$ cat src/arfc_pkg.sv
package arfc_pkg;

    // Register word byte addresses on the Wishbone bus.
    localparam logic [4:0] ADDR_CHANNEL_CTRL   = 5'h00;
    localparam logic [4:0] ADDR_REFERENCE_CTRL = 5'h04;
    localparam logic [4:0] ADDR_TIMING_CTRL    = 5'h08;
    localparam logic [4:0] ADDR_RESULT_HIGH    = 5'h0C;
    localparam logic [4:0] ADDR_RESULT_LOW     = 5'h10;
    localparam logic [4:0] ADDR_IRQ_STATUS     = 5'h14;
    localparam logic [4:0] ADDR_IRQ_MASK       = 5'h18;

    // Channel control field positions.
    localparam int CH_ENABLE_BIT = 0;
    localparam int CH_BUSY_BIT   = 1;
    localparam int CH_SEL_LSB    = 2;
    localparam int CH_SEL_W      = 4;

    // Reference control field positions.
    localparam int REF_NEG_BIT = 5;
    localparam int REF_POS_BIT = 4;

    // Timing control field positions.
    localparam int TM_JUSTIFY_BIT = 7;
    localparam int TM_ACQ_LSB     = 3;
    localparam int TM_CLK_LSB     = 0;

    // Writable bit masks for each control register.
    localparam logic [7:0] CHANNEL_WMASK   = 8'h3D;
    localparam logic [7:0] REFERENCE_WMASK = 8'h30;
    localparam logic [7:0] TIMING_WMASK    = 8'hBF;
    localparam logic [7:0] CTRL_RESET      = 8'h00;

    // Result width and the number of codes it spans.
    localparam int          RESULT_W     = 10;
    localparam int          RESULT_CODES = 1024;
    localparam logic [9:0]  RESULT_RESET = 10'h000;

    // Bit periods of conversion plus discharge per sample.
    localparam logic [3:0] CONV_PERIODS = 4'hB;

    // Fixed internal conversion oscillator period in ns, and its cycle count.
    localparam int FRC_PERIOD_NS = 1667;
    localparam int CLK_PERIOD_NS = 20;
    localparam int FRC_CYCLES    = FRC_PERIOD_NS / CLK_PERIOD_NS;

    // Interrupt status bit of the conversion done event.
    localparam int IRQ_DONE_BIT = 0;

    typedef enum logic [1:0] {
        ARFC_IDLE,
        ARFC_ACQUIRE,
        ARFC_CONVERT
    } arfc_state_e;

endpackage

$ cat src/arfc_core.sv
`timescale 1ns/1ps
// Functional notes
// - Left justified: result bits 9..2 go to high byte bits 7..0.
// - Left justified: result bits 1..0 in low byte bits 7..6; rest undefined.
// - Right justified: result bits 9..8 in high byte bits 1..0; 7..2 reserved.
// - Right justified: result bits 7..0 fill the low byte.
// - An acquisition interval precedes conversion after channel select.
// - Each sample resolves to one of 1024 codes, a ten-bit result.
// - Timing control bit 7 set selects right, cleared selects left justification.
// - Writing one to busy starts conversion; hardware clears it when done.
// - Acquisition delay codes 0..7 give 0,2,4,6,8,12,16,20 clock periods.
module arfc_core (
    input  wire logic                          clk_i,
    input  wire logic                          rst_i,
    input  wire logic                          wb_cyc_i,
    input  wire logic                          wb_stb_i,
    input  wire logic                          wb_we_i,
    input  wire logic [4:0]                    wb_adr_i,
    input  wire logic [3:0]                    wb_sel_i,
    input  wire logic [31:0]                   wb_dat_i,
    output logic      [31:0]                   wb_dat_o,
    output logic                               wb_ack_o,
    input  wire logic [arfc_pkg::RESULT_W-1:0] sample_code_i,
    output logic      [arfc_pkg::CH_SEL_W-1:0] input_channel_select_o,
    output logic                               positive_reference_select_o,
    output logic                               negative_reference_select_o,
    output logic                               hold_capacitor_sample_o,
    output logic                               irq_o
);
    import arfc_pkg::*;

    logic [7:0]          channel_control_reg;
    logic [7:0]          reference_control_reg;
    logic [7:0]          timing_control_reg;
    logic [7:0]          result_high_byte;
    logic [7:0]          result_low_byte;
    logic [7:0]          irq_status;
    logic [7:0]          irq_mask;
    logic [RESULT_W-1:0] sample_meta;
    logic [RESULT_W-1:0] sample_sync;
    logic [RESULT_W-1:0] conversion_result;
    arfc_state_e         state;
    logic [4:0]          period_count;
    logic [4:0]          acq_periods;
    logic                tick;
    logic                wr_stb;
    logic                rd_stb;
    logic                start_req;
    logic                conv_done;
    logic                result_justify_select;
    logic                converter_enable;
    logic [2:0]          acquisition_delay_select;
    logic [2:0]          conversion_clock_select;
    logic [7:0]          next_rd_data;

    ////////////////////////////////////////////////////////////////////////////
    // Field views of the control registers.
    assign converter_enable         = channel_control_reg[CH_ENABLE_BIT];
    assign result_justify_select    = timing_control_reg[TM_JUSTIFY_BIT];
    assign acquisition_delay_select = timing_control_reg[TM_ACQ_LSB +: 3];
    assign conversion_clock_select  = timing_control_reg[TM_CLK_LSB +: 3];

    // A bus request is taken in the cycle before ack, and exactly once.
    assign wr_stb = wb_cyc_i && wb_stb_i && !wb_ack_o && wb_we_i && wb_sel_i[0];
    assign rd_stb = wb_cyc_i && wb_stb_i && !wb_ack_o && !wb_we_i;

    // A busy write is honoured only while enabled and idle, so a running
    // conversion is never restarted half way.
    assign start_req = wr_stb && (wb_adr_i == ADDR_CHANNEL_CTRL) && wb_dat_i[CH_BUSY_BIT]
                       && converter_enable && (state == ARFC_IDLE);

    assign conv_done = (state == ARFC_CONVERT) && tick && (period_count == 5'(CONV_PERIODS - 1));

    ////////////////////////////////////////////////////////////////////////////
    // Conversion clock period divider.
    arfc_tick_gen u_tick (
        .clk_i     (clk_i),
        .rst_i     (rst_i),
        .run_i     (state != ARFC_IDLE),
        .clk_sel_i (conversion_clock_select),
        .tick_o    (tick)
    );

    // The analog code comes from another domain and is double synchronised;
    // it is only captured at a settled moment, at end of conversion.
    always_ff @(posedge clk_i)
    begin
        if (rst_i)
        begin
            sample_meta <= RESULT_RESET;
            sample_sync <= RESULT_RESET;
        end
        else
        begin
            sample_meta <= sample_code_i;
            sample_sync <= sample_meta;
        end
    end

    // Acquisition delay code to conversion clock periods.
    always_comb
    begin
        case (acquisition_delay_select)
            3'h0:    acq_periods = 5'h00;
            3'h1:    acq_periods = 5'h02;
            3'h2:    acq_periods = 5'h04;
            3'h3:    acq_periods = 5'h06;
            3'h4:    acq_periods = 5'h08;
            3'h5:    acq_periods = 5'h0C;
            3'h6:    acq_periods = 5'h10;
            default: acq_periods = 5'h14;
        endcase
    end

    ////////////////////////////////////////////////////////////////////////////
    // Sequencer: acquire for the selected periods, then convert. With a zero
    // delay the acquisition time is left to software.
    always_ff @(posedge clk_i)
    begin
        if (rst_i)
        begin
            state        <= ARFC_IDLE;
            period_count <= 5'h00;
        end
        else if (!converter_enable)
        begin
            state        <= ARFC_IDLE;
            period_count <= 5'h00;
        end
        else
        begin
            case (state)
                ARFC_IDLE:
                begin
                    period_count <= 5'h00;
                    if (start_req)
                        state <= (acq_periods == 5'h00) ? ARFC_CONVERT : ARFC_ACQUIRE;
                end
                ARFC_ACQUIRE:
                begin
                    if (tick)
                    begin
                        if (period_count == acq_periods - 5'h01)
                        begin
                            period_count <= 5'h00;
                            state        <= ARFC_CONVERT;
                        end
                        else
                            period_count <= period_count + 5'h01;
                    end
                end
                ARFC_CONVERT:
                begin
                    if (conv_done)
                    begin
                        period_count <= 5'h00;
                        state        <= ARFC_IDLE;
                    end
                    else if (tick)
                        period_count <= period_count + 5'h01;
                end
                default:
                begin
                    state        <= ARFC_IDLE;
                    period_count <= 5'h00;
                end
            endcase
        end
    end

    // Ten-bit result, one of RESULT_CODES values, taken at conversion end.
    always_ff @(posedge clk_i)
    begin
        if (rst_i)
            conversion_result <= RESULT_RESET;
        else if (conv_done)
            conversion_result <= sample_sync;
    end

    ////////////////////////////////////////////////////////////////////////////
    // Channel control: busy is set by software, cleared by hardware at the
    // same edge at which the result bytes are loaded.
    always_ff @(posedge clk_i)
    begin
        if (rst_i)
            channel_control_reg <= CTRL_RESET;
        else
        begin
            if (wr_stb && wb_adr_i == ADDR_CHANNEL_CTRL)
            begin
                channel_control_reg[CH_ENABLE_BIT] <= wb_dat_i[CH_ENABLE_BIT];
                if (state == ARFC_IDLE)
                    channel_control_reg[CH_SEL_LSB +: CH_SEL_W] <=
                        wb_dat_i[CH_SEL_LSB +: CH_SEL_W];
            end
            if (start_req)
                channel_control_reg[CH_BUSY_BIT] <= 1'b1;
            else if (conv_done || !converter_enable)
                channel_control_reg[CH_BUSY_BIT] <= 1'b0;
        end
    end

    // Reference and timing control registers; timing writes are held off
    // during a conversion so the format cannot change mid result.
    always_ff @(posedge clk_i)
    begin
        if (rst_i)
        begin
            reference_control_reg <= CTRL_RESET;
            timing_control_reg    <= CTRL_RESET;
        end
        else if (wr_stb)
        begin
            if (wb_adr_i == ADDR_REFERENCE_CTRL)
                reference_control_reg <= wb_dat_i[7:0] & REFERENCE_WMASK;
            if (wb_adr_i == ADDR_TIMING_CTRL && state == ARFC_IDLE)
                timing_control_reg <= wb_dat_i[7:0] & TIMING_WMASK;
        end
    end

    ////////////////////////////////////////////////////////////////////////////
    // Result bytes: both loaded in one edge, justified per the format bit.
    // Software may also write them, as they are plain read/write storage.
    always_ff @(posedge clk_i)
    begin
        if (rst_i)
        begin
            result_high_byte <= 8'h00;
            result_low_byte  <= 8'h00;
        end
        else if (conv_done)
        begin
            if (result_justify_select)
            begin
                result_high_byte <= {6'h00, sample_sync[9:8]};
                result_low_byte  <= sample_sync[7:0];
            end
            else
            begin
                result_high_byte <= sample_sync[9:2];
                result_low_byte  <= {sample_sync[1:0], 6'h00};
            end
        end
        else if (wr_stb)
        begin
            if (wb_adr_i == ADDR_RESULT_HIGH)
                result_high_byte <= wb_dat_i[7:0];
            if (wb_adr_i == ADDR_RESULT_LOW)
                result_low_byte <= wb_dat_i[7:0];
        end
    end

    ////////////////////////////////////////////////////////////////////////////
    // Done flag is sticky; a new event wins over a write-one clear.
    always_ff @(posedge clk_i)
    begin
        if (rst_i)
            irq_status <= 8'h00;
        else
        begin
            if (wr_stb && wb_adr_i == ADDR_IRQ_STATUS)
                irq_status[IRQ_DONE_BIT] <= irq_status[IRQ_DONE_BIT]
                                            & ~wb_dat_i[IRQ_DONE_BIT];
            if (conv_done)
                irq_status[IRQ_DONE_BIT] <= 1'b1;
        end
    end

    // Interrupt mask, same layout as the status register.
    always_ff @(posedge clk_i)
    begin
        if (rst_i)
            irq_mask <= 8'h00;
        else if (wr_stb && wb_adr_i == ADDR_IRQ_MASK)
            irq_mask <= {7'h00, wb_dat_i[IRQ_DONE_BIT]};
    end

    // Level interrupt; registered so it lags the status bit by one cycle.
    always_ff @(posedge clk_i)
    begin
        if (rst_i)
            irq_o <= 1'b0;
        else
            irq_o <= |(irq_status & irq_mask);
    end

    ////////////////////////////////////////////////////////////////////////////
    // Read multiplexer; unmapped addresses read as zero and still ack.
    always_comb
    begin
        case (wb_adr_i)
            ADDR_CHANNEL_CTRL:   next_rd_data = channel_control_reg;
            ADDR_REFERENCE_CTRL: next_rd_data = reference_control_reg;
            ADDR_TIMING_CTRL:    next_rd_data = timing_control_reg;
            ADDR_RESULT_HIGH:    next_rd_data = result_high_byte;
            ADDR_RESULT_LOW:     next_rd_data = result_low_byte;
            ADDR_IRQ_STATUS:     next_rd_data = irq_status;
            ADDR_IRQ_MASK:       next_rd_data = irq_mask;
            default:             next_rd_data = 8'h00;
        endcase
    end

    // One wait state answer: ack and data rise one edge after the request.
    always_ff @(posedge clk_i)
    begin
        if (rst_i)
        begin
            wb_ack_o <= 1'b0;
            wb_dat_o <= 32'h0000_0000;
        end
        else
        begin
            wb_ack_o <= wb_cyc_i && wb_stb_i && !wb_ack_o;
            wb_dat_o <= rd_stb ? {24'h00_0000, next_rd_data} : 32'h0000_0000;
        end
    end

    ////////////////////////////////////////////////////////////////////////////
    // Analog-facing controls, registered for clean edges.
    always_ff @(posedge clk_i)
    begin
        if (rst_i)
        begin
            input_channel_select_o      <= 4'h0;
            positive_reference_select_o <= 1'b0;
            negative_reference_select_o <= 1'b0;
            hold_capacitor_sample_o     <= 1'b0;
        end
        else
        begin
            input_channel_select_o      <= channel_control_reg[CH_SEL_LSB +: CH_SEL_W];
            positive_reference_select_o <= reference_control_reg[REF_POS_BIT];
            negative_reference_select_o <= reference_control_reg[REF_NEG_BIT];
            hold_capacitor_sample_o     <= converter_enable && (state != ARFC_CONVERT);
        end
    end

endmodule // arfc_core

$ cat src/arfc_tick_gen.sv
`timescale 1ns/1ps
// Divides the system clock into one-cycle conversion clock period ticks.
module arfc_tick_gen (
    input  wire logic       clk_i,
    input  wire logic       rst_i,
    input  wire logic       run_i,
    input  wire logic [2:0] clk_sel_i,
    output logic            tick_o
);
    import arfc_pkg::*;

    logic [6:0] count;
    logic [6:0] limit;

    ////////////////////////////////////////////////////////////////////////////
    // Divider terminal count per clock select code; both oscillator codes
    // share one count so selection glitches cannot occur.
    always_comb
    begin
        case (clk_sel_i)
            3'h0:    limit = 7'h01;
            3'h1:    limit = 7'h07;
            3'h2:    limit = 7'h1F;
            3'h4:    limit = 7'h03;
            3'h5:    limit = 7'h0F;
            3'h6:    limit = 7'h3F;
            default: limit = 7'(FRC_CYCLES - 1);
        endcase
    end

    // Counter restarts whenever the sequencer is idle so the first period is whole.
    always_ff @(posedge clk_i)
    begin
        if (rst_i || !run_i || count >= limit)
            count <= 7'h00;
        else
            count <= count + 7'h01;
    end

    // Tick is registered so the period boundary is a clean pulse.
    always_ff @(posedge clk_i)
    begin
        if (rst_i)
            tick_o <= 1'b0;
        else
            tick_o <= run_i && (count >= limit);
    end

endmodule // arfc_tick_gen

$ cat config.mk
export PLATFORM = sky130hd
export DESIGN_NAME = arfc_core
export DESIGN_NICKNAME = d
export VERILOG_FILES = /design/src/arfc_pkg.sv /design/src/arfc_core.sv /design/src/arfc_tick_gen.sv
export SDC_FILE = /design/constraint.sdc
export NUM_CORES = 1
export LEC_CHECK = 0
export BUFFER_PORTS_ARGS = -buffer_cell sky130_fd_sc_hd__buf_2
export CORE_MARGIN = 2
export CORE_UTILIZATION = 45
export DETAILED_ROUTE_END_ITERATION = 10
export HOLD_SLACK_MARGIN = 0.08
export PLACE_DENSITY = 0.81
export SLEW_MARGIN = 15
export SYNTH_ARGS = -nofsm -noshare
export SYNTH_HDL_FRONTEND = slang
export SYNTH_HIERARCHICAL = 1
export SYNTH_SLANG_ARGS = --single-unit
$ cat constraint.sdc
create_clock -name clk_i -period 1.9 [get_ports clk_i]
set_input_delay 0.285 -clock clk_i [delete_from_list [all_inputs] [get_ports clk_i]]
set_output_delay 0.285 -clock clk_i [all_outputs]
set_load 0.05 [all_outputs]
Word-level counts from Yosys, hierarchy flattened
Cells that the tools add are included.

Flip-flop bits (word level): 109. Input bits: 56. Output and inout port bits: 41. Logic and storage cells: 129.

$add $sub $neg: 3. Magnitude comparators: 1. Eq/ne operators: 27. Muxes and demuxes: 26. Bitwise operators: 5. Reductions and logical operators: 44.

Operators with widths (count): 8-bit 2-to-1 mux (8); 8-bit one-hot mux with 7 select lines (1); 7-bit one-hot mux with 6 select lines (1); 5-bit one-hot mux with 7 select lines (1); 5-bit 2-to-1 mux (4); 3-bit equality test, second input constant (6); 1-bit logical AND (16); 5-bit by 4-bit equality test with 1-bit output, second input constant (3); 5-bit equality test, second input constant (3); 2-bit AND reduction (6); 2-bit nonzero test (6); 5-bit zero test (2); 2-bit 2-to-1 mux (5); 5-bit one-hot mux with 2 select lines (1); 3-bit by 2-bit equality test with 1-bit output, second input constant (3); 2-bit != test, second input constant (4); 8-bit OR reduction (1); 7-bit by 1-bit adder with 7-bit output, second input constant (1); 7-bit >= comparator (1); 3-bit by 1-bit equality test with 1-bit output, second input constant (2); 3-bit zero test (2); 2-bit one-hot mux with 3 select lines (1); 5-bit by 1-bit adder with 5-bit output, second input constant (1); 5-bit by 3-bit equality test with 1-bit output, second input constant (1); 14 further kinds (26).

Logic depth before layout (Yosys ltp)
Gate-level depths: netlist of run 1.

Depth after elaboration: 10. Gate-level depth with buffers: 8.

By module
The synthesis of run 1 kept the hierarchy.

Modules (own cells, without submodules): arfc_core (times used 1, cells each 390, area an instance 3512.1 µm²); arfc_tick_gen (times used 1, cells each 54, area an instance 500.5 µm²).

Least setup slack after synthesis of run 1
Ideal clock, no wire load.

Path kind: register to register. Start: reg timing_control_reg[5]. End: reg period_count[1]. Setup time: 0.070 ns. Arrival time: 1.963 ns. Required time: 1.830 ns. Slack: -0.133 ns. Cell stages (with the launch flop): 9. Cell sequence: dfxtp_1 buf_6 nand2b_1 ha_1 xor2_1 nand2_1 a2111o_1 or4b_2 a21oi_1.

Word-level cells in the longest chain between the ends: 7.

Ends and longest elaborated chain: start, declared (line arfc_core.sv:34) `logic [7:0] timing_control_reg;`; start signal, assigned (line arfc_core.sv:217) `timing_control_reg <= wb_dat_i[7:0] & TIMING_WMASK;`; 3-bit equality test (tied with other cells) (line arfc_core.sv:103) `case (acquisition_delay_select)`; 5-bit one-hot mux with 7 select lines * (line arfc_core.sv:103); 5-bit by 1-bit subtractor with 5-bit output * (line arfc_core.sv:143) `if (period_count == acq_periods - 5'h01)`; 5-bit equality test * (line arfc_core.sv:143); 5-bit 2-to-1 mux * (line arfc_core.sv:143); 5-bit 2-to-1 mux * (line arfc_core.sv:141) `if (tick)`; 5-bit one-hot mux with 2 select lines * (line arfc_core.sv:132) `case (state)`; end signal, assigned (line arfc_core.sv:149) `period_count <= period_count + 5'h01;`; end signal, assigned (line arfc_core.sv:160) `period_count <= period_count + 5'h01;`; end, declared (line arfc_core.sv:43) `logic [4:0] period_count;`.

Mark *: on every way between the ends. The rest lies on a longest branch, timed or not. The select of a mux whose other input is x is not followed. A chain may end at the register's enable or synchronous reset.

Worst setup path in the final report of run 1
Start: reg timing_control_reg[4]. End: reg state[0].

Word-level cells in the longest chain between the ends: 6.

Ends and longest elaborated chain: 3-bit equality test (tied with other cells) (line arfc_core.sv:103); 5-bit one-hot mux with 7 select lines * (line arfc_core.sv:103); 5-bit by 1-bit subtractor with 5-bit output / 5-bit zero test (equally long branches) (line arfc_core.sv:143, arfc_core.sv:137); 5-bit equality test / 2-bit 2-to-1 mux (equally long branches) (line arfc_core.sv:143, arfc_core.sv:137); 2-bit != test (no source line) / 2-bit 2-to-1 mux (equally long branches); 4-bit AND reduction (no source line) / 2-bit one-hot mux with 3 select lines (equally long branches); end signal, assigned (line arfc_core.sv:137) `state <= (acq_periods == 5'h00) ? ARFC_CONVERT : ARFC_ACQUIRE;`; end, declared (line arfc_core.sv:42) `arfc_state_e state;`.

Marks and branches as above.

==> results.cfg, run 1 <==
[run_status]
run_status = finished with violations
failed_checks = setup timing

[clock_network]
tritoncts = done
tritoncts.num_buffers = 9
hold_buffers = 0
ctsRootBufferMaster = sky130_fd_sc_hd__clkbuf_8
htreeDepth = 3
cts-root-to-sink-buffers = 2
clock_transition_time_at_the_flip_flop_clock_pins_of_the_worst_setup_and_hold_paths_ps = 90
worstSkewPairLatency_ps = 360
number_of_sinks_handled_by_clock_tree_synthesis = 85

[power_and_ir_drop]
cellLeakagePower_nw = 1.77
peakVddDrop_v = 0.000400
power.density_mw_per_mm2 = 722
fin_total_pwr_mw = 3.36

[detailed_routing]
wl_mm = 8.92
via_count = 3292
routed_via_density = 5.33
post-route-drc-count = 0
drt_pass1_iterations = 4
final_antenna_net_count = 0
detailedRoute.firstIterationViolations = 236
routed_wire_length_per_instance_um = 14.4

[synth]
synthFlopType = sky130_fd_sc_hd__dfxtp_1
post-synth-top-count-cell = sky130_fd_sc_hd__dfxtp_1
netlist_instances = 444
netlist_top_cells_count = sky130_fd_sc_hd__dfxtp_1, sky130_fd_sc_hd__nand2_1, sky130_fd_sc_hd__nor2b_1
synth_sequential_area_ratio_pct = 42.4
yosys.area_share.simple_pct = 21.9
yosys-mux-area-fraction_pct = 5.36
synth_xor_xnor_area_share_pct = 1.96
synth_top_family_by_area = simple AND/OR/NAND/NOR gates
synth_enable_flop_cells = 0
synth_warnings = 6
syn_avg_cell_area_um2 = 9.04
number_of_library_cell_types_mapped_by_synthesis = 54
synth_area_mm2 = 0.00401
synth_async_sr_flop_share_pct = 0
synthTopCellsByArea = sky130_fd_sc_hd__dfxtp_1, sky130_fd_sc_hd__nor2b_1, sky130_fd_sc_hd__buf_4
postSynthRegisterBits = 85
synth-adder-area-share_pct = 4.37
synth_compound_area_share_pct = 15.7
synth_top_area_share_pct = 42.4
synth_area_leader_cell = sky130_fd_sc_hd__dfxtp_1

[place]
preCtsSetupSlack_ps = -185
detailedPlacementHpwl_mm = 6.48
place_congestion = 0.901
place.port_buffers = 45
placedCellCount = 601
placed_area_mm2 = 0.00442

[cells_and_area]
antennaDiodeCount = 0
biggestRegsByFlops = sample_meta x10, sample_sync x10
fillCellCount = 766
multi_input_comb_area_mm2 = 0.00209
layout.area.seq_mm2 = 0.00171
fin_area_mm2 = 0.00465
layout.core_utilization_pct = 53.6
finish.cell_count_without_fillers = 618
synthToLayoutAreaGrowth_pct = 15.8
finish.net_count = 575
final_layout_size_suffix_gt1_share_pct = 21.2

[worst_setup_path]
crit_path_start_kind = flip-flop
critical_path_data_arrival_time_ps = 2280
cp-startpoint = timing_control_reg[4]
cp_data_required_time_ps = 2140
rr_worst_depth = 5
crit_path_end_kind = flip-flop
path_max_fanout = 7
critical_setup_path_class = reg -> reg
r2r-start = timing_control_reg[4]

[min_path]
worst_hold_startpoint = sample_code_i[6]
min_path_type = in -> reg
holdPathStages = 2

[timing]
setup_tns_ps = -736
max_freq_mhz = 489
rsz0062_at_grt = yes
finalHoldViolCount = 0
timing.hold.ws_ps = 130
post-route-worst-setup-slack_ps = -147
finalClockSkew_ps = 9.10
fin_crit_ps = 2050
maxSlewViolCount = 0
setup-violations-final = 6
period_share_pct = 108

[global_routing]
first_global_vias = 3078
track_usage_pct = 18.3
global_route.overflow_total = 0
largest_net_degree_at_the_start_of_global_routing = 46
grt_first_pass_wirelength_mm = 14.5
antenna_found_initial = 0

[floorplanning]
design.portCount = 97
dieHeight_um = 98.4
die_w_um = 98.4
floorplan.initialDensity_pct = 46.2
core-area_mm2 = 0.00868
rows = 34
dieArea_mm2 = 0.00969

[flow_run]
max_cap_viol_count = 0
==> kinds of logic after synthesis <==
kind of cell    Yosys count
fa+ha+maj                14
buf+inv                  61
mux                      19
compound gates           91
simple gates            164
flops                    85
xor+xnor                  9
other cells               1
==> power by group <==
| group | switching (mW) | internal [mW] | total [mW] |
|---|---|---|---|
| clock | 0.687 | 0.626 | 1.31 |
| combinational | 0.183 | 0.0528 | 0.236 |
| sequential | 0.00747 | 1.80 | 1.81 |
==> area by class of cell <==
cell class              count  area share (%)
flip-flops and latches     85            36.7
inverters                  15            1.21
well taps                 108            2.91
clock buffers               9            2.66
repair buffers             73            9.91
multi-input cells         321            44.9
clock inverters             7            1.70
==> layer usage <==
layer	track usage, %	vias up	part of all wire, %
met5	0	-	0
met4	6.11	0	1.5
met3	5.82	15	6.9
met2	29.6	123	48
met1	23.3	1520	44
li1	-	1634	-
==> worst paths after layout <==
path,endpoint,slack [ps]
min,sample_meta[6],130
min reg2reg,sample_sync[1],440
max,state[0],-150
max reg2reg,state[0],-150
==> critical path, cell delays in order (launching register included) <==
cell and delay, ps:
sky130_fd_sc_hd__dfxtp_2 350, sky130_fd_sc_hd__or2_0 210, sky130_fd_sc_hd__mux4_2 460, sky130_fd_sc_hd__a2111o_1 560
sky130_fd_sc_hd__nor3_2 230, sky130_fd_sc_hd__o22ai_2 120
==> cells in the final DEF (no fill, tap or decap), types with 13 or more instances in the layout <==
cell type,n
sky130_fd_sc_hd__ha_1,13
sky130_fd_sc_hd__a21oi_1,29
sky130_fd_sc_hd__buf_4,26
sky130_fd_sc_hd__dfxtp_1,82
sky130_fd_sc_hd__nor3_1,15
sky130_fd_sc_hd__nor2_1,23
sky130_fd_sc_hd__conb_1,24
sky130_fd_sc_hd__nand3_1,18
sky130_fd_sc_hd__nor2b_1,33
sky130_fd_sc_hd__a22oi_1,14
sky130_fd_sc_hd__buf_2,45
sky130_fd_sc_hd__nand2_1,43
sky130_fd_sc_hd__mux2i_1,17
sky130_fd_sc_hd__inv_1,15
==> timing repair <==
item / 4_1_cts / 5_1_grt
gates resized for setup: 4 / 2
setup endpoints to repair: 6 / 6
setup buffers: 1 / 0
pin swaps: 2 / 4
No activity file was read; power rests on OpenSTA's default activity.
==> run 2: changes to the inputs <==
Settings changed: PLACE_DENSITY 0.81 to 0.78.
Clock period 1.9 ns to 2.4 ns, I/O delays scaled along.
==> run 2 against run 1 <==
Compared with the run above:
- the run now ends clean
- die area unchanged
- clock power down 22%
- sequential cell count unchanged
- routed wire length fell by 4.4%
- hold slack improved by 69 ps
- clock skew hardly changed
- global-route usage decreased by 0.42 points
- register-to-register slack better by 340 ps
- setup slack improved by 340 ps
- final cell count shrank 3.1%
- sequential share of layout area is 1.5 points higher
==> results.cfg, run 2 (synthesis gave the netlist of run 1 again) <==
[worst_setup_path]
crit_path_start_kind = flip-flop
critical_path.cell_chain = nand2b_1, ha_1, xnor2_1, a31oi_1, a2111o_1, or4b_2, a21oi_1
path_max_fanout = 7
crit_path_end_kind = flip-flop
critical_setup_path_class = reg -> reg
cp_data_required_time_ps = 2690
critical-path-slowest-cell = sky130_fd_sc_hd__or4b_2
critical-path-top-delay-family = simple AND/OR/NAND/NOR gates
timing.critical_path.slowest_cell_delay_ps = 610
critical_path_data_arrival_time_ps = 2500
timing.critical_path.buf_inv = 0

[place]
place_congestion = 0.889
detailedPlacementHpwl_mm = 6.13
placed_area_mm2 = 0.00426
preCtsSetupSlack_ps = 183
place.port_buffers = 45

[min_path]
min_path_type = in -> reg

[timing]
rsz0062_at_grt = no
max_freq_mhz = 453
maxSlewViolCount = 0
period_share_pct = 92.0
setup_tns_ps = 0
setup-violations-final = 0
finalHoldViolCount = 0
fin_crit_ps = 2210
post-route-worst-setup-slack_ps = 192
finalClockSkew_ps = 8.62
slew_headroom_pct = 63.4
timing_worst_slew_pin_value_ps = 548

[detailed_routing]
detailedRoute.firstIterationViolations = 261
post-route-drc-count = 0
routed_wire_length_per_instance_um = 14.2
routed_via_density = 5.43
final_antenna_net_count = 0
via_count = 3253
drt_pass1_iterations = 6
wl_mm = 8.53

[clock_network]
number_of_gates_given_a_new_drive_strength_after_cts = 0
htreeDepth = 3
worstSkewPairLatency_ps = 360
ctsRootBufferMaster = sky130_fd_sc_hd__clkbuf_8
cts_setup_buffers = 0
tritoncts = done
number_of_sinks_handled_by_clock_tree_synthesis = 85
tritoncts.num_buffers = 9
clock_transition_time_at_the_flip_flop_clock_pins_of_the_worst_setup_and_hold_paths_ps = 90
hold_buffers = 0
cts-root-to-sink-buffers = 2

[cells_and_area]
most-common-layout-cells = sky130_fd_sc_hd__dfxtp_1, sky130_fd_sc_hd__buf_2, sky130_fd_sc_hd__nand2_1
finish.net_count = 557
final_layout_size_suffix_gt1_share_pct = 16.9
synthToLayoutAreaGrowth_pct = 11.0
layout_commonest_cell = sky130_fd_sc_hd__dfxtp_1
biggestRegsByFlops = sample_meta x10, sample_sync x10
antennaDiodeCount = 0
fin_area_mm2 = 0.00446

[run_status]
run_status = finished, final reports clean

[floorplanning]
dieArea_mm2 = 0.00969
core-area_mm2 = 0.00868
design.portCount = 97
die_w_um = 98.4
rows = 34
dieHeight_um = 98.4
floorplan.initialDensity_pct = 46.2

[global_routing]
track_usage_pct = 17.9
grt_first_pass_wirelength_mm = 14.2
antenna_found_initial = 0
largest_net_degree_at_the_start_of_global_routing = 36
first_global_vias = 3040
global_route.overflow_total = 0

[power_and_ir_drop]
peakVddDrop_v = 0.000305
fin_total_pwr_mw = 2.63
cellLeakagePower_nw = 1.65
power.density_mw_per_mm2 = 591

[flow_run]
max_cap_viol_count = 0
run 2: changes by cell type in the layout (fill, tap and decap cells not counted), sizes merged:
cell,delta
buf,-18
clkinvlp,+2
inv,-2
clkinv,-1
run 2: area by class of cell:
| class | count | area [µm²] |
|---|---|---|
| clock inverters | 6 | 71.3 |
| flip-flops and latches | 85 | 1700 |
| fillers | 806 | 4220 |
| clock buffers | 9 | 124 |
| well taps | 108 | 135 |
| multi-input cells | 321 | 2070 |
| inverters | 15 | 56.3 |
| repair buffers | 55 | 300 |
run 2: final timing paths:
check | end | slack (ps) | startpoint | depth (start not counted)
worst min-delay path | sample_meta[6] | 200 | sample_code_i[6] | 2
worst max register to register | period_count[1] | 190 | timing_control_reg[3] | 7
worst min register to register | sample_sync[1] | 440 | sample_meta[1] | 1
worst max-delay path | period_count[1] | 190 | timing_control_reg[3] | 7
run 2: routing by layer:
metal  global-route usage, %  up-vias  wire, µm
met5                       0        -         0
met4                    6.64        0       176
met3                    4.11       16       471
met2                    29.9      102      4140
met1                    22.7     1536      3740
li1                        -     1599         -
run 2: per-stage QoR:
step	hold slack [ps]	instances	utilization (%)
after floorplan	414	467	-
after global placement	418	584	49.1
after detailed placement	421	584	49.1
after CTS	193	599	51.3
after global routing	191	599	51.3
final	199	599	51.3
run 2: where the power goes:
part | total, mW | internal, mW | switching (mW)
Clock | 1.02 | 0.484 | 0.532
Sequential | 1.43 | 1.43 | 0.00620
Combinational | 0.183 | 0.0393 | 0.144
Total | 2.63 | 1.95 | 0.682
==> run 3: changes to the inputs <==
Settings changed: BUFFER_PORTS_ARGS -buffer_cell sky130_fd_sc_hd__buf_2 to unset, DONT_BUFFER_PORTS set to 1, MAX_ROUTING_LAYER set to met4, PLACE_DENSITY 0.78 to 0.69.
==> run 3 against run 2 <==
Compared with the run above:
- global-route usage up 1.4 points
- hold slack worse by 74 ps
- final cell count down 6.8%
- combinational power down 20%
- critical path type unchanged
- critical endpoint unchanged
==> results.cfg, run 3 (synthesis gave the netlist of run 1 again) <==
[power_and_ir_drop]
power.density_mw_per_mm2 = 635
peakVddDrop_v = 0.000366
cellLeakagePower_nw = 1.49

[worst_setup_path]
crit_path_end_kind = flip-flop
cp_data_required_time_ps = 2680
path_max_fanout = 9
critical-path-top-delay-family = simple AND/OR/NAND/NOR gates
ff2ff_setup_slack_ps = 160
critical-path-slowest-cell = sky130_fd_sc_hd__or4b_2
critical_path.cell_chain = mux2i_1, ha_1, xor2_1, nand2_1, a2111o_1, or4b_2, a21oi_1
critical_path_data_arrival_time_ps = 2520
r2r-start = timing_control_reg[5]
critical_setup_path_class = reg -> reg
rr_worst_depth = 7
crit_path_start_kind = flip-flop
crit-reg2reg-capture = period_count[1]
timing.critical_path.slowest_cell_delay_ps = 610
timing.critical_path.buf_inv = 0

[min_path]
whs_endpoint = sample_meta[6]
holdPathStages = 1
min_path_type = in -> reg
worst_hold_startpoint = sample_code_i[6]

[timing]
setup_tns_ps = 0
timing.hold.ws_ps = 125
maxSlewViolCount = 0
timing_worst_slew_pin_value_ps = 559
setup-violations-final = 0
slew_headroom_pct = 62.4
finalHoldViolCount = 0
rsz0062_at_grt = no
period_share_pct = 93.2
max_freq_mhz = 447
fin_crit_ps = 2240
finalClockSkew_ps = 9.39

[floorplanning]
floorplan.initialDensity_pct = 46.2
dieHeight_um = 98.4
core-area_mm2 = 0.00868
design.portCount = 97
dieArea_mm2 = 0.00969
rows = 34
die_w_um = 98.4

[clock_network]
htreeDepth = 3
clock_transition_time_at_the_flip_flop_clock_pins_of_the_worst_setup_and_hold_paths_ps = 100
ctsRootBufferMaster = sky130_fd_sc_hd__clkbuf_8
tritoncts.num_buffers = 9
number_of_sinks_handled_by_clock_tree_synthesis = 85
cts_setup_buffers = 0
cts-root-to-sink-buffers = 2
worstSkewPairLatency_ps = 360
tritoncts = done

[cells_and_area]
finish.net_count = 515
biggestRegsByFlops = sample_meta x10, sample_sync x10
layout.area.seq_mm2 = 0.00170
antennaDiodeCount = 0
fin_area_mm2 = 0.00431
finish.cell_count_without_fillers = 558
most-common-layout-cells = sky130_fd_sc_hd__dfxtp_1, sky130_fd_sc_hd__nand2_1, sky130_fd_sc_hd__nor2b_1
layout_commonest_cell = sky130_fd_sc_hd__dfxtp_1
fillCellCount = 824
multi_input_comb_area_mm2 = 0.00207
synthToLayoutAreaGrowth_pct = 7.48
layout.core_utilization_pct = 49.7
final_layout_size_suffix_gt1_share_pct = 9.33

[detailed_routing]
post-route-drc-count = 0
routed_via_density = 5.54
detailedRoute.firstIterationViolations = 233
via_count = 3094
routed_wire_length_per_instance_um = 16.0
drt_pass1_iterations = 5
wl_mm = 8.94
final_antenna_net_count = 0

[global_routing]
track_usage_pct = 19.3
antenna_found_initial = 0
grt_first_pass_wirelength_mm = 14.4
largest_net_degree_at_the_start_of_global_routing = 60
global_route.overflow_total = 0
first_global_vias = 2900

[flow_run]
max_cap_viol_count = 0

[place]
detailedPlacementHpwl_mm = 6.08
place.port_buffers = 0
place_congestion = 0.862
placed_area_mm2 = 0.00404
placedCellCount = 540

[run_status]
run_status = finished, final reports clean
run 3: cell type report:
class                           instances  area share, %
Clock buffer                            9           2.87
Clock inverter                          7           2.44
Inverter                               15           1.31
Multi-Input combinational cell        321           48.0
Sequential cell                        85           39.5
Tap cell                              108           3.13
Timing Repair Buffer                   13           2.79
run 3: timing repair:
action	CTS	global route
hold buffers	2	0
endpoints found under the hold margin	59	0
gates resized for setup	0	2
endpoints found under the setup margin	0	4
run 3: worst reg2reg max path, stage by stage (launching register included):
cell and delay (ps):
sky130_fd_sc_hd__dfxtp_2 420, sky130_fd_sc_hd__mux2i_1 230, sky130_fd_sc_hd__ha_1 270, sky130_fd_sc_hd__xor2_1 140, sky130_fd_sc_hd__nand2_1 70, sky130_fd_sc_hd__a2111o_1 280
sky130_fd_sc_hd__or4b_2 610, sky130_fd_sc_hd__a21oi_1 150
run 3: power by group:
| part | internal (mW) | switching [mW] |
|---|---|---|
| clock network | 0.603 | 0.559 |
| registers | 1.43 | 0.00684 |
| logic | 0.0279 | 0.118 |
run 3: stage by stage:
step                      total power, mW  setup slack (ps)
after CTS                            2.76               108
after detailed placement             1.59               151
after floorplan                      1.63               367
after global placement               1.59               191
final                                2.74               163
after global routing                 2.84              63.4
run 3: metal layers:
layer	vias up	global-route usage (%)	part of all wire, %	wire length [µm]
met5	-	-	0	0
met4	0	7.17	1.7	156
met3	12	3.90	6.4	568
met2	115	30.7	48	4330
met1	1451	24.3	43	3890
li1	1516	-	-	-
run 3: worst max path at each step:
stage	start	to	slack [ps]	cells past startpoint
final	timing_control_reg[5]	period_count[1]	160	7
after global routing	timing_control_reg[5]	period_count[1]	60	7
after CTS	timing_control_reg[5]	period_count[1]	110	7
after detailed placement	timing_control_reg[5]	period_count[2]	150	7
after global placement	timing_control_reg[5]	period_count[3]	190	7
after floorplan	timing_control_reg[5]	period_count[1]	370	8
